--- src/core/mia_defines.vh ---
/*
 * register map, field layout and sizes for the maskable interrupt
 * acceptance block. assumes an apb slave with 32-bit data, word aligned.
 */
// Overview of operation
// - a raised source request sets its pending bit in hardware
// - accepted and vectored request clears its pending bit in hardware
// - software may clear pending by writing 0; writing 1 never sets it
// - edge polarity 0 selects falling edge, 1 selects rising edge
// - unassigned control bits read as 0; software writes 0 there
// - one global enable flag gates all maskable sources together
// - reset clears the global enable flag to 0
// - 3-bit priority: 000 disabled, 001 to 111 levels 1 to 7
// - accept only if enable, pending and level above processor level
// - processor level n passes levels above n; 111 blocks all
// - enable, pending, priority and processor level stored independently
// - pending raised during a rewrite is kept by the hardware
// - equal levels resolve to the lower-numbered source
// - acceptance loads processor level with the accepted level
`ifndef MIA_DEFINES_VH
`define MIA_DEFINES_VH

`define MIA_NSRC        4
`define MIA_ADDR_W      8
// register byte offsets
`define MIA_OFS_CTRL0   8'h00
`define MIA_OFS_CTRL3   8'h0C
`define MIA_OFS_GLOBAL  8'h10
`define MIA_OFS_PLEVEL  8'h14
`define MIA_OFS_ACCEPT  8'h18
`define MIA_OFS_STATUS  8'h1C
`define MIA_OFS_CLEAR   8'h20
`define MIA_OFS_ENABLE  8'h24
// control register fields
`define MIA_LVL_LSB     0
`define MIA_LVL_MSB     2
`define MIA_PEND_BIT    3
`define MIA_POL_BIT     4
`define MIA_CTRL_W      5
// accept register fields
`define MIA_ACC_VALID   31
`define MIA_ACC_ID_MSB  1
// status event bits
`define MIA_EV_ACCEPT   0
`define MIA_EV_PEND     1
`define MIA_EV_W        2
`define MIA_LVL_ZERO    3'h0
`define MIA_LVL_MAX     3'h7

`endif

--- src/core/mia_core.v ---
/*
 * maskable interrupt acceptance: per-source control registers, pin edge
 * detection, global enable, processor level and the acceptance decision.
 * assumes pins and the core's acknowledge are synchronous to pclk.
 */
`timescale 1ns/10ps
`include "mia_defines.vh"

module mia_core (
    pclk,
    presetn,
    clk_en,
    psel,
    penable,
    pwrite,
    paddr,
    pwdata,
    prdata,
    pready,
    pslverr,
    int_pin,
    cpu_ack,
    int_request,
    int_source,
    int_level,
    irq
);
    input                        pclk;
    input                        presetn;
    input                        clk_en;
    input                        psel;
    input                        penable;
    input                        pwrite;
    input  [`MIA_ADDR_W-1:0]     paddr;
    input  [31:0]                pwdata;
    output [31:0]                prdata;
    output                       pready;
    output                       pslverr;
    input  [`MIA_NSRC-1:0]       int_pin;
    input                        cpu_ack;
    output                       int_request;
    output [1:0]                 int_source;
    output [2:0]                 int_level;
    output                       irq;

    reg    [31:0]                prdata_reg;
    reg                          pready_reg;
    reg                          pslverr_reg;
    reg    [2:0]                 lvl_reg [0:`MIA_NSRC-1];
    reg    [`MIA_NSRC-1:0]       pend_reg;
    reg    [`MIA_NSRC-1:0]       pol_reg;
    reg    [`MIA_NSRC-1:0]       pin_reg;
    reg                          gen_reg;
    reg    [2:0]                 plevel_reg;
    reg                          req_reg;
    reg    [1:0]                 src_reg;
    reg    [2:0]                 reqlvl_reg;
    reg    [`MIA_EV_W-1:0]       stat_reg;
    reg    [`MIA_EV_W-1:0]       ien_reg;
    reg                          irq_reg;

    wire                         acc_phase;
    wire                         wr_en;
    wire   [`MIA_NSRC-1:0]       edge_hit;
    wire                         win_valid;
    wire   [1:0]                 win_id;
    wire   [2:0]                 win_lvl;
    wire                         take;
    wire                         ev_pend;

    // address to control register index, or -1 when not a control reg
    function integer ctrl_index;
        input [`MIA_ADDR_W-1:0] a;
        begin
            if (a >= `MIA_OFS_CTRL0 && a <= `MIA_OFS_CTRL3 &&
                a[1:0] == 2'h0) begin
                ctrl_index = a[3:2];
            end else begin
                ctrl_index = -1;
            end
        end
    endfunction

    function mapped;
        input [`MIA_ADDR_W-1:0] a;
        begin
            if (ctrl_index(a) >= 0) begin
                mapped = 1'b1;
            end else if (a == `MIA_OFS_GLOBAL || a == `MIA_OFS_PLEVEL ||
                         a == `MIA_OFS_ACCEPT || a == `MIA_OFS_STATUS ||
                         a == `MIA_OFS_CLEAR  || a == `MIA_OFS_ENABLE) begin
                mapped = 1'b1;
            end else begin
                mapped = 1'b0;
            end
        end
    endfunction

    // pready follows the first access edge; a write lands only on the
    // edge where the master samples pready high, never before it
    assign acc_phase = psel & penable & ~pready_reg;
    assign wr_en     = psel & penable & pready_reg & pwrite & clk_en &
                       mapped(paddr);

    // pin edge detection per polarity; one set per edge
    genvar g;
    generate
        for (g = 0; g < `MIA_NSRC; g = g + 1) begin : g_edge
            assign edge_hit[g] = pol_reg[g] ?
                (int_pin[g] & ~pin_reg[g]) :
                (~int_pin[g] & pin_reg[g]);
        end
    endgenerate

    // priority search: lowest index wins on ties since only strict
    // greater levels replace the running best
    reg                          best_v;
    reg    [1:0]                 best_i;
    reg    [2:0]                 best_l;
    integer k;
    always @* begin
        best_v = 1'b0;
        best_i = 2'h0;
        best_l = `MIA_LVL_ZERO;
        for (k = 0; k < `MIA_NSRC; k = k + 1) begin
            // level 0 is disabled; must beat processor level
            if (pend_reg[k] && lvl_reg[k] > plevel_reg &&
                lvl_reg[k] != `MIA_LVL_ZERO &&
                (!best_v || lvl_reg[k] > best_l)) begin
                best_v = 1'b1;
                best_i = k[1:0];
                best_l = lvl_reg[k];
            end
        end
    end
    assign win_valid = best_v & gen_reg;
    assign win_id    = best_i;
    assign win_lvl   = best_l;
    assign take      = req_reg & cpu_ack;
    assign ev_pend   = |edge_hit;

    // sources: pending, priority, polarity, pin history
    integer i;
    always @(posedge pclk or negedge presetn) begin
        if (!presetn) begin
            pend_reg <= {`MIA_NSRC{1'b0}};
            pol_reg  <= {`MIA_NSRC{1'b0}};
            pin_reg  <= {`MIA_NSRC{1'b0}};
            for (i = 0; i < `MIA_NSRC; i = i + 1) begin
                lvl_reg[i] <= `MIA_LVL_ZERO;
            end
        end else if (clk_en) begin
            pin_reg <= int_pin;
            for (i = 0; i < `MIA_NSRC; i = i + 1) begin
                if (wr_en && ctrl_index(paddr) == i) begin
                    // independent fields in one word
                    lvl_reg[i] <= pwdata[`MIA_LVL_MSB:`MIA_LVL_LSB];
                    pol_reg[i] <= pwdata[`MIA_POL_BIT];
                end
                if (edge_hit[i]) begin
                    pend_reg[i] <= 1'b1;  // set beats any clear
                end else if (take && src_reg == i) begin
                    pend_reg[i] <= 1'b0;
                end else if (wr_en && ctrl_index(paddr) == i &&
                             !pwdata[`MIA_PEND_BIT]) begin
                    pend_reg[i] <= 1'b0;  // a written 1 is ignored
                end
            end
        end
    end

    // global enable and processor level
    always @(posedge pclk or negedge presetn) begin
        if (!presetn) begin
            gen_reg    <= 1'b0;
            plevel_reg <= `MIA_LVL_ZERO;
        end else if (clk_en) begin
            if (take) begin
                plevel_reg <= reqlvl_reg;
            end else if (wr_en && paddr == `MIA_OFS_PLEVEL) begin
                plevel_reg <= pwdata[2:0];
            end
            if (wr_en && paddr == `MIA_OFS_GLOBAL) begin
                gen_reg <= pwdata[0];
            end
        end
    end

    // request to the core, re-evaluated every cycle until acknowledged
    always @(posedge pclk or negedge presetn) begin
        if (!presetn) begin
            req_reg    <= 1'b0;
            src_reg    <= 2'h0;
            reqlvl_reg <= `MIA_LVL_ZERO;
        end else if (clk_en) begin
            if (take) begin
                req_reg <= 1'b0;
            end else begin
                // re-evaluated every cycle: a masked source drops out
                req_reg    <= win_valid;
                src_reg    <= win_id;
                reqlvl_reg <= win_lvl;
            end
        end
    end

    // sticky events; hardware set wins over the clear write
    always @(posedge pclk or negedge presetn) begin
        if (!presetn) begin
            stat_reg <= {`MIA_EV_W{1'b0}};
            ien_reg  <= {`MIA_EV_W{1'b0}};
            irq_reg  <= 1'b0;
        end else if (clk_en) begin
            if (wr_en && paddr == `MIA_OFS_ENABLE) begin
                ien_reg <= pwdata[`MIA_EV_W-1:0];
            end
            if (wr_en && paddr == `MIA_OFS_CLEAR) begin
                stat_reg <= (stat_reg & ~pwdata[`MIA_EV_W-1:0]) |
                            {ev_pend, take};
            end else begin
                stat_reg <= stat_reg | {ev_pend, take};
            end
            irq_reg <= |(stat_reg & ien_reg);
        end
    end

    // apb read mux and answer
    always @(posedge pclk or negedge presetn) begin
        if (!presetn) begin
            prdata_reg  <= 32'h00000000;
            pready_reg  <= 1'b0;
            pslverr_reg <= 1'b0;
        end else if (clk_en) begin
            pready_reg  <= acc_phase;
            pslverr_reg <= acc_phase & ~mapped(paddr);
            prdata_reg  <= 32'h00000000;
            if (acc_phase && !pwrite) begin
                if (ctrl_index(paddr) >= 0) begin
                    // unassigned bits stay zero
                    prdata_reg[`MIA_CTRL_W-1:0] <= {
                        pol_reg[paddr[3:2]], pend_reg[paddr[3:2]],
                        lvl_reg[paddr[3:2]]};
                end else if (paddr == `MIA_OFS_GLOBAL) begin
                    prdata_reg[0] <= gen_reg;
                end else if (paddr == `MIA_OFS_PLEVEL) begin
                    prdata_reg[2:0] <= plevel_reg;
                end else if (paddr == `MIA_OFS_ACCEPT) begin
                    prdata_reg[`MIA_ACC_VALID] <= req_reg;
                    prdata_reg[`MIA_ACC_ID_MSB:0] <= src_reg;
                end else if (paddr == `MIA_OFS_STATUS) begin
                    prdata_reg[`MIA_EV_W-1:0] <= stat_reg;
                end else if (paddr == `MIA_OFS_ENABLE) begin
                    prdata_reg[`MIA_EV_W-1:0] <= ien_reg;
                end
            end
        end
    end

    assign prdata      = prdata_reg;
    assign pready      = pready_reg;
    assign pslverr     = pslverr_reg;
    assign int_request = req_reg;
    assign int_source  = src_reg;
    assign int_level   = reqlvl_reg;
    assign irq         = irq_reg;
endmodule

--- config.mk ---
export PLATFORM = sky130hd
export DESIGN_NAME = mia_core
export DESIGN_NICKNAME = d
export VERILOG_FILES = /design/src/core/mia_core.v
export VERILOG_INCLUDE_DIRS = /design/src /design/src/core
export SDC_FILE = /design/constraint.sdc
export NUM_CORES = 1
export LEC_CHECK = 0
export BUFFER_PORTS_ARGS = -buffer_cell sky130_fd_sc_hd__buf_4
export CAP_MARGIN = 25
export CELL_PAD_IN_SITES_DETAIL_PLACEMENT = 1
export CELL_PAD_IN_SITES_GLOBAL_PLACEMENT = 1
export CORE_MARGIN = 3
export CORE_UTILIZATION = 40
export CTS_BUF_LIST = sky130_fd_sc_hd__clkbuf_16
export DETAILED_ROUTE_END_ITERATION = 8
export PLACE_DENSITY = 0.84
export RECOVER_POWER = 50
export SYNTH_ARGS = -nofsm -noshare
export SYNTH_HDL_FRONTEND = slang
export SYNTH_SLANG_ARGS = --single-unit
--- constraint.sdc ---
create_clock -name pclk -period 5.7 [get_ports pclk]
set_clock_uncertainty 0.05 [all_clocks]
set_input_delay 0.855 -clock pclk [delete_from_list [all_inputs] [get_ports pclk]]
set_output_delay 0.855 -clock pclk [all_outputs]
set_load 0.01 [all_outputs]
==> impl_metrics.ini <==
[power_and_ir_drop]
worst_ir_drop_vdd_mv = 0.126
power.static_leakage_nw = 1.73
p_per_area_mw_per_mm2 = 187

[cells_and_area]
layout.cells.most_common_list = 47 x sky130_fd_sc_hd__dfrtp_1, 43 x sky130_fd_sc_hd__buf_4, 31 x sky130_fd_sc_hd__nand2_1
number_of_diodes = 0
finish.utilization = 0.479
filler_cell_count = 894
area_growth_pct = 14.7
fin_nets = 446
layout.area.seq_mm2 = 0.00118
mostFrequentLayoutCell = sky130_fd_sc_hd__dfrtp_1
multiInputGateArea_mm2 = 0.00187
layout_cells_sized_above_1 = 0.235
largest_register_ffs = 12

[synthesis]
synth_cells = 329
synth_async_sr_flop_share = 1.00
synth_top_flop_cell = sky130_fd_sc_hd__dfrtp_1
ys_ff_latch = 47
syn-mean-instance-area_um2 = 9.91
synth.top_cell.area_share = 0.361
synthDistinctLibCells = 60
synth_sequential_area_ratio = 0.361
netlist.top_cell.by_area = sky130_fd_sc_hd__dfrtp_1
synth-edff-count = 0
synth_area_mm2 = 0.00326
ys_warn_count = 0
netlist_top_cells_area = sky130_fd_sc_hd__dfrtp_1 36%, sky130_fd_sc_hd__mux2_2 8.3%, sky130_fd_sc_hd__ha_1 8.1%, sky130_fd_sc_hd__buf_4 6.0%, sky130_fd_sc_hd__nand2_1 3.6%

[min_path]
hold_path.class = reg -> reg

[critical_path]
end_kind = register
criticalPathCategory = reg -> reg
startpoint_type = register
critPathRequiredTime_ns = 5.84
timing.critical_path.fanout_max = 7
cp_data_arrival_time_ns = 5.50

[timing]
period_needed_ns = 5.36
setup_viol = 0
final_min_period_over_clock_period = 0.940
max_slew.worst_pin.slew_ns = 2.61
final_max_slew_viol_count = 48
slew_headroom = -0.739
fmax_mhz = 187
finalHoldViolations = 0
fin_hold_ws_ns = 0.434

[detailed_routing]
initial_drt_pass_iterations = 4
drt-total-wl_um = 9570
route.vias.total = 2762
wire_per_inst_um = 20.1
ant_nets = 0
drtIter0Drc = 172
viasPerCell = 5.80
drt_drc_violations_left = 0

[die]
pin_count = 92
design.die.area_mm2 = 0.00927
std_cell_core_area_mm2 = 0.00781
die_height_um = 96.3
initial_core_util = 0.417
placementRows = 32
dieWidth_um = 96.3

[outcome]
status = complete, but fails checks
violated_checks = max-capacitance violations, max-slew violations

[cts]
tritoncts.num_buffers = 5
h-tree-depth = 2
holdBufCountCts = 0
clk_latency_ns = 0.29
tritoncts_num_sinks = 47
cts.root.buffer_cell = sky130_fd_sc_hd__clkbuf_16
cts_tree = yes
clockBufferDepth = 2
worst_setup_hold_path_clk_slew_ns = 0.06

[place]
post-dp-hpwl_um = 7090
place.gp.congestion = 0.890
port_buffers = 38

[global_route]
largest_net_degree_at_the_start_of_global_routing = 48
initial_antenna_violation_count = 0
global_route.usage.total = 0.211
grt-ovfl-total = 0
grt_pass1_vias = 2830
grt_pass1_wl_um = 14900

[job]
maxCapViolCount = 1
synthesized netlist by cell type (all sizes together) (3+ instances only):
master,number
nor2b,10
nand3,10
nor2,12
buf,29
nand2,31
mux2,25
o221ai,3
o2bb2ai,6
mux2i,6
o22ai,3
ha,21
mux4,5
o31ai,4
a31oi,4
o32ai,3
o21ai,13
a21o,3
dfrtp,47
clkbuf,4
inv,25
a21oi,13
o311ai,5
and3,4
nor3,3
nor3b,5
nor4,3
nand4,3
layer usage:
| layer | routed length [um] | track usage |
|---|---|---|
| met1 | 4110 | 0.274 |
| met2 | 4850 | 0.373 |
| met3 | 484 | 0.0289 |
| met4 | 133 | 0.0438 |
| met5 | 0 | 0 |
timing repair:
action | CTS | global route
gates resized for setup | 1 | 3
pin swaps | 0 | 1
setup buffers | 0 | 3
hold endpoints to repair | 0 | 0
setup endpoints to repair | 3 | 5
gates cloned | 0 | 0
path summary, 6_finish.rpt:
kind                            cells after the start  slack, ns      endpoint         from
worst max-delay path                               22       0.34  int_level[2]  lvl_reg[11]
worst min-delay path                                1       0.43     prdata[2]    prdata[2]
worst max register to register                     22       0.34  int_level[2]  lvl_reg[11]
worst min register to register                      1       0.43     prdata[2]    prdata[2]
max in group asynchronous                           1       2.79   pend_reg[1]      presetn
min in group asynchronous                           1       1.32           irq      presetn
critical path: stages, from the launching register on:
cell	delay [ns]
sky130_fd_sc_hd__dfrtp_1	0.46
sky130_fd_sc_hd__ha_1	0.34
sky130_fd_sc_hd__and3_1	0.24
sky130_fd_sc_hd__a211oi_2	0.28
sky130_fd_sc_hd__nand2_1	0.10
sky130_fd_sc_hd__ha_1	0.31
sky130_fd_sc_hd__and3b_1	0.18
sky130_fd_sc_hd__o21ai_2	0.20
sky130_fd_sc_hd__nor3b_4	0.27
sky130_fd_sc_hd__o311a_2	0.22
sky130_fd_sc_hd__ha_1	0.24
sky130_fd_sc_hd__nor2b_1	0.13
sky130_fd_sc_hd__o21a_1	0.15
sky130_fd_sc_hd__o21ai_0	0.18
sky130_fd_sc_hd__a21bo_2	0.20
sky130_fd_sc_hd__mux2_4	0.32
sky130_fd_sc_hd__ha_1	0.29
sky130_fd_sc_hd__nor2b_1	0.13
sky130_fd_sc_hd__o21ai_0	0.15
sky130_fd_sc_hd__a32oi_1	0.12
sky130_fd_sc_hd__o21bai_1	0.21
sky130_fd_sc_hd__a21o_1	0.25
sky130_fd_sc_hd__o221ai_1	0.23
metrics by stage:
step	total power [W]	TNS, ns	area (um2)	std cells	setup slack [ns]
2_1_floorplan	0.000399	0	3350	354	0.780
3_3_place_gp	0.000421	0	3580	466	0.291
3_5_place_dp	0.000424	-0.0135	3580	466	-0.0135
4_1_cts	0.000707	0	3720	473	0.0693
5_1_grt	0.000728	-0.0201	3740	476	-0.0138
6_report	0.000701	0	3740	476	0.344
cell type report:
| class | count | share of cell area |
|---|---|---|
| clock buffers | 5 | 0.0335 |
| well taps | 102 | 0.0341 |
| repair buffers | 46 | 0.0894 |
| clock inverters | 2 | 0.00234 |
| inverters | 25 | 0.0251 |
| flip-flops and latches | 47 | 0.315 |
| multi-input cells | 249 | 0.501 |
power by group:
part	switching, W	internal, W
Combinational	0.0000469	0.0000257
Sequential	0.00000577	0.000340
Clock	0.000125	0.000158
logic make-up (layout without fill, tap and decap cells):
kind of cell | after synthesis | in the layout | share of synthesized area
other | 1 | 26 | 0.00115
buffers and inverters | 58 | 78 | 0.0979
AO/OA/AOI/OAI | 77 | 77 | 0.172
AND/OR/NAND/NOR | 89 | 89 | 0.144
adder cells (fa/ha/maj) | 21 | 21 | 0.0806
multiplexers | 36 | 36 | 0.143
flip-flops | 47 | 47 | 0.361
Power figures use the tool's default switching activity.
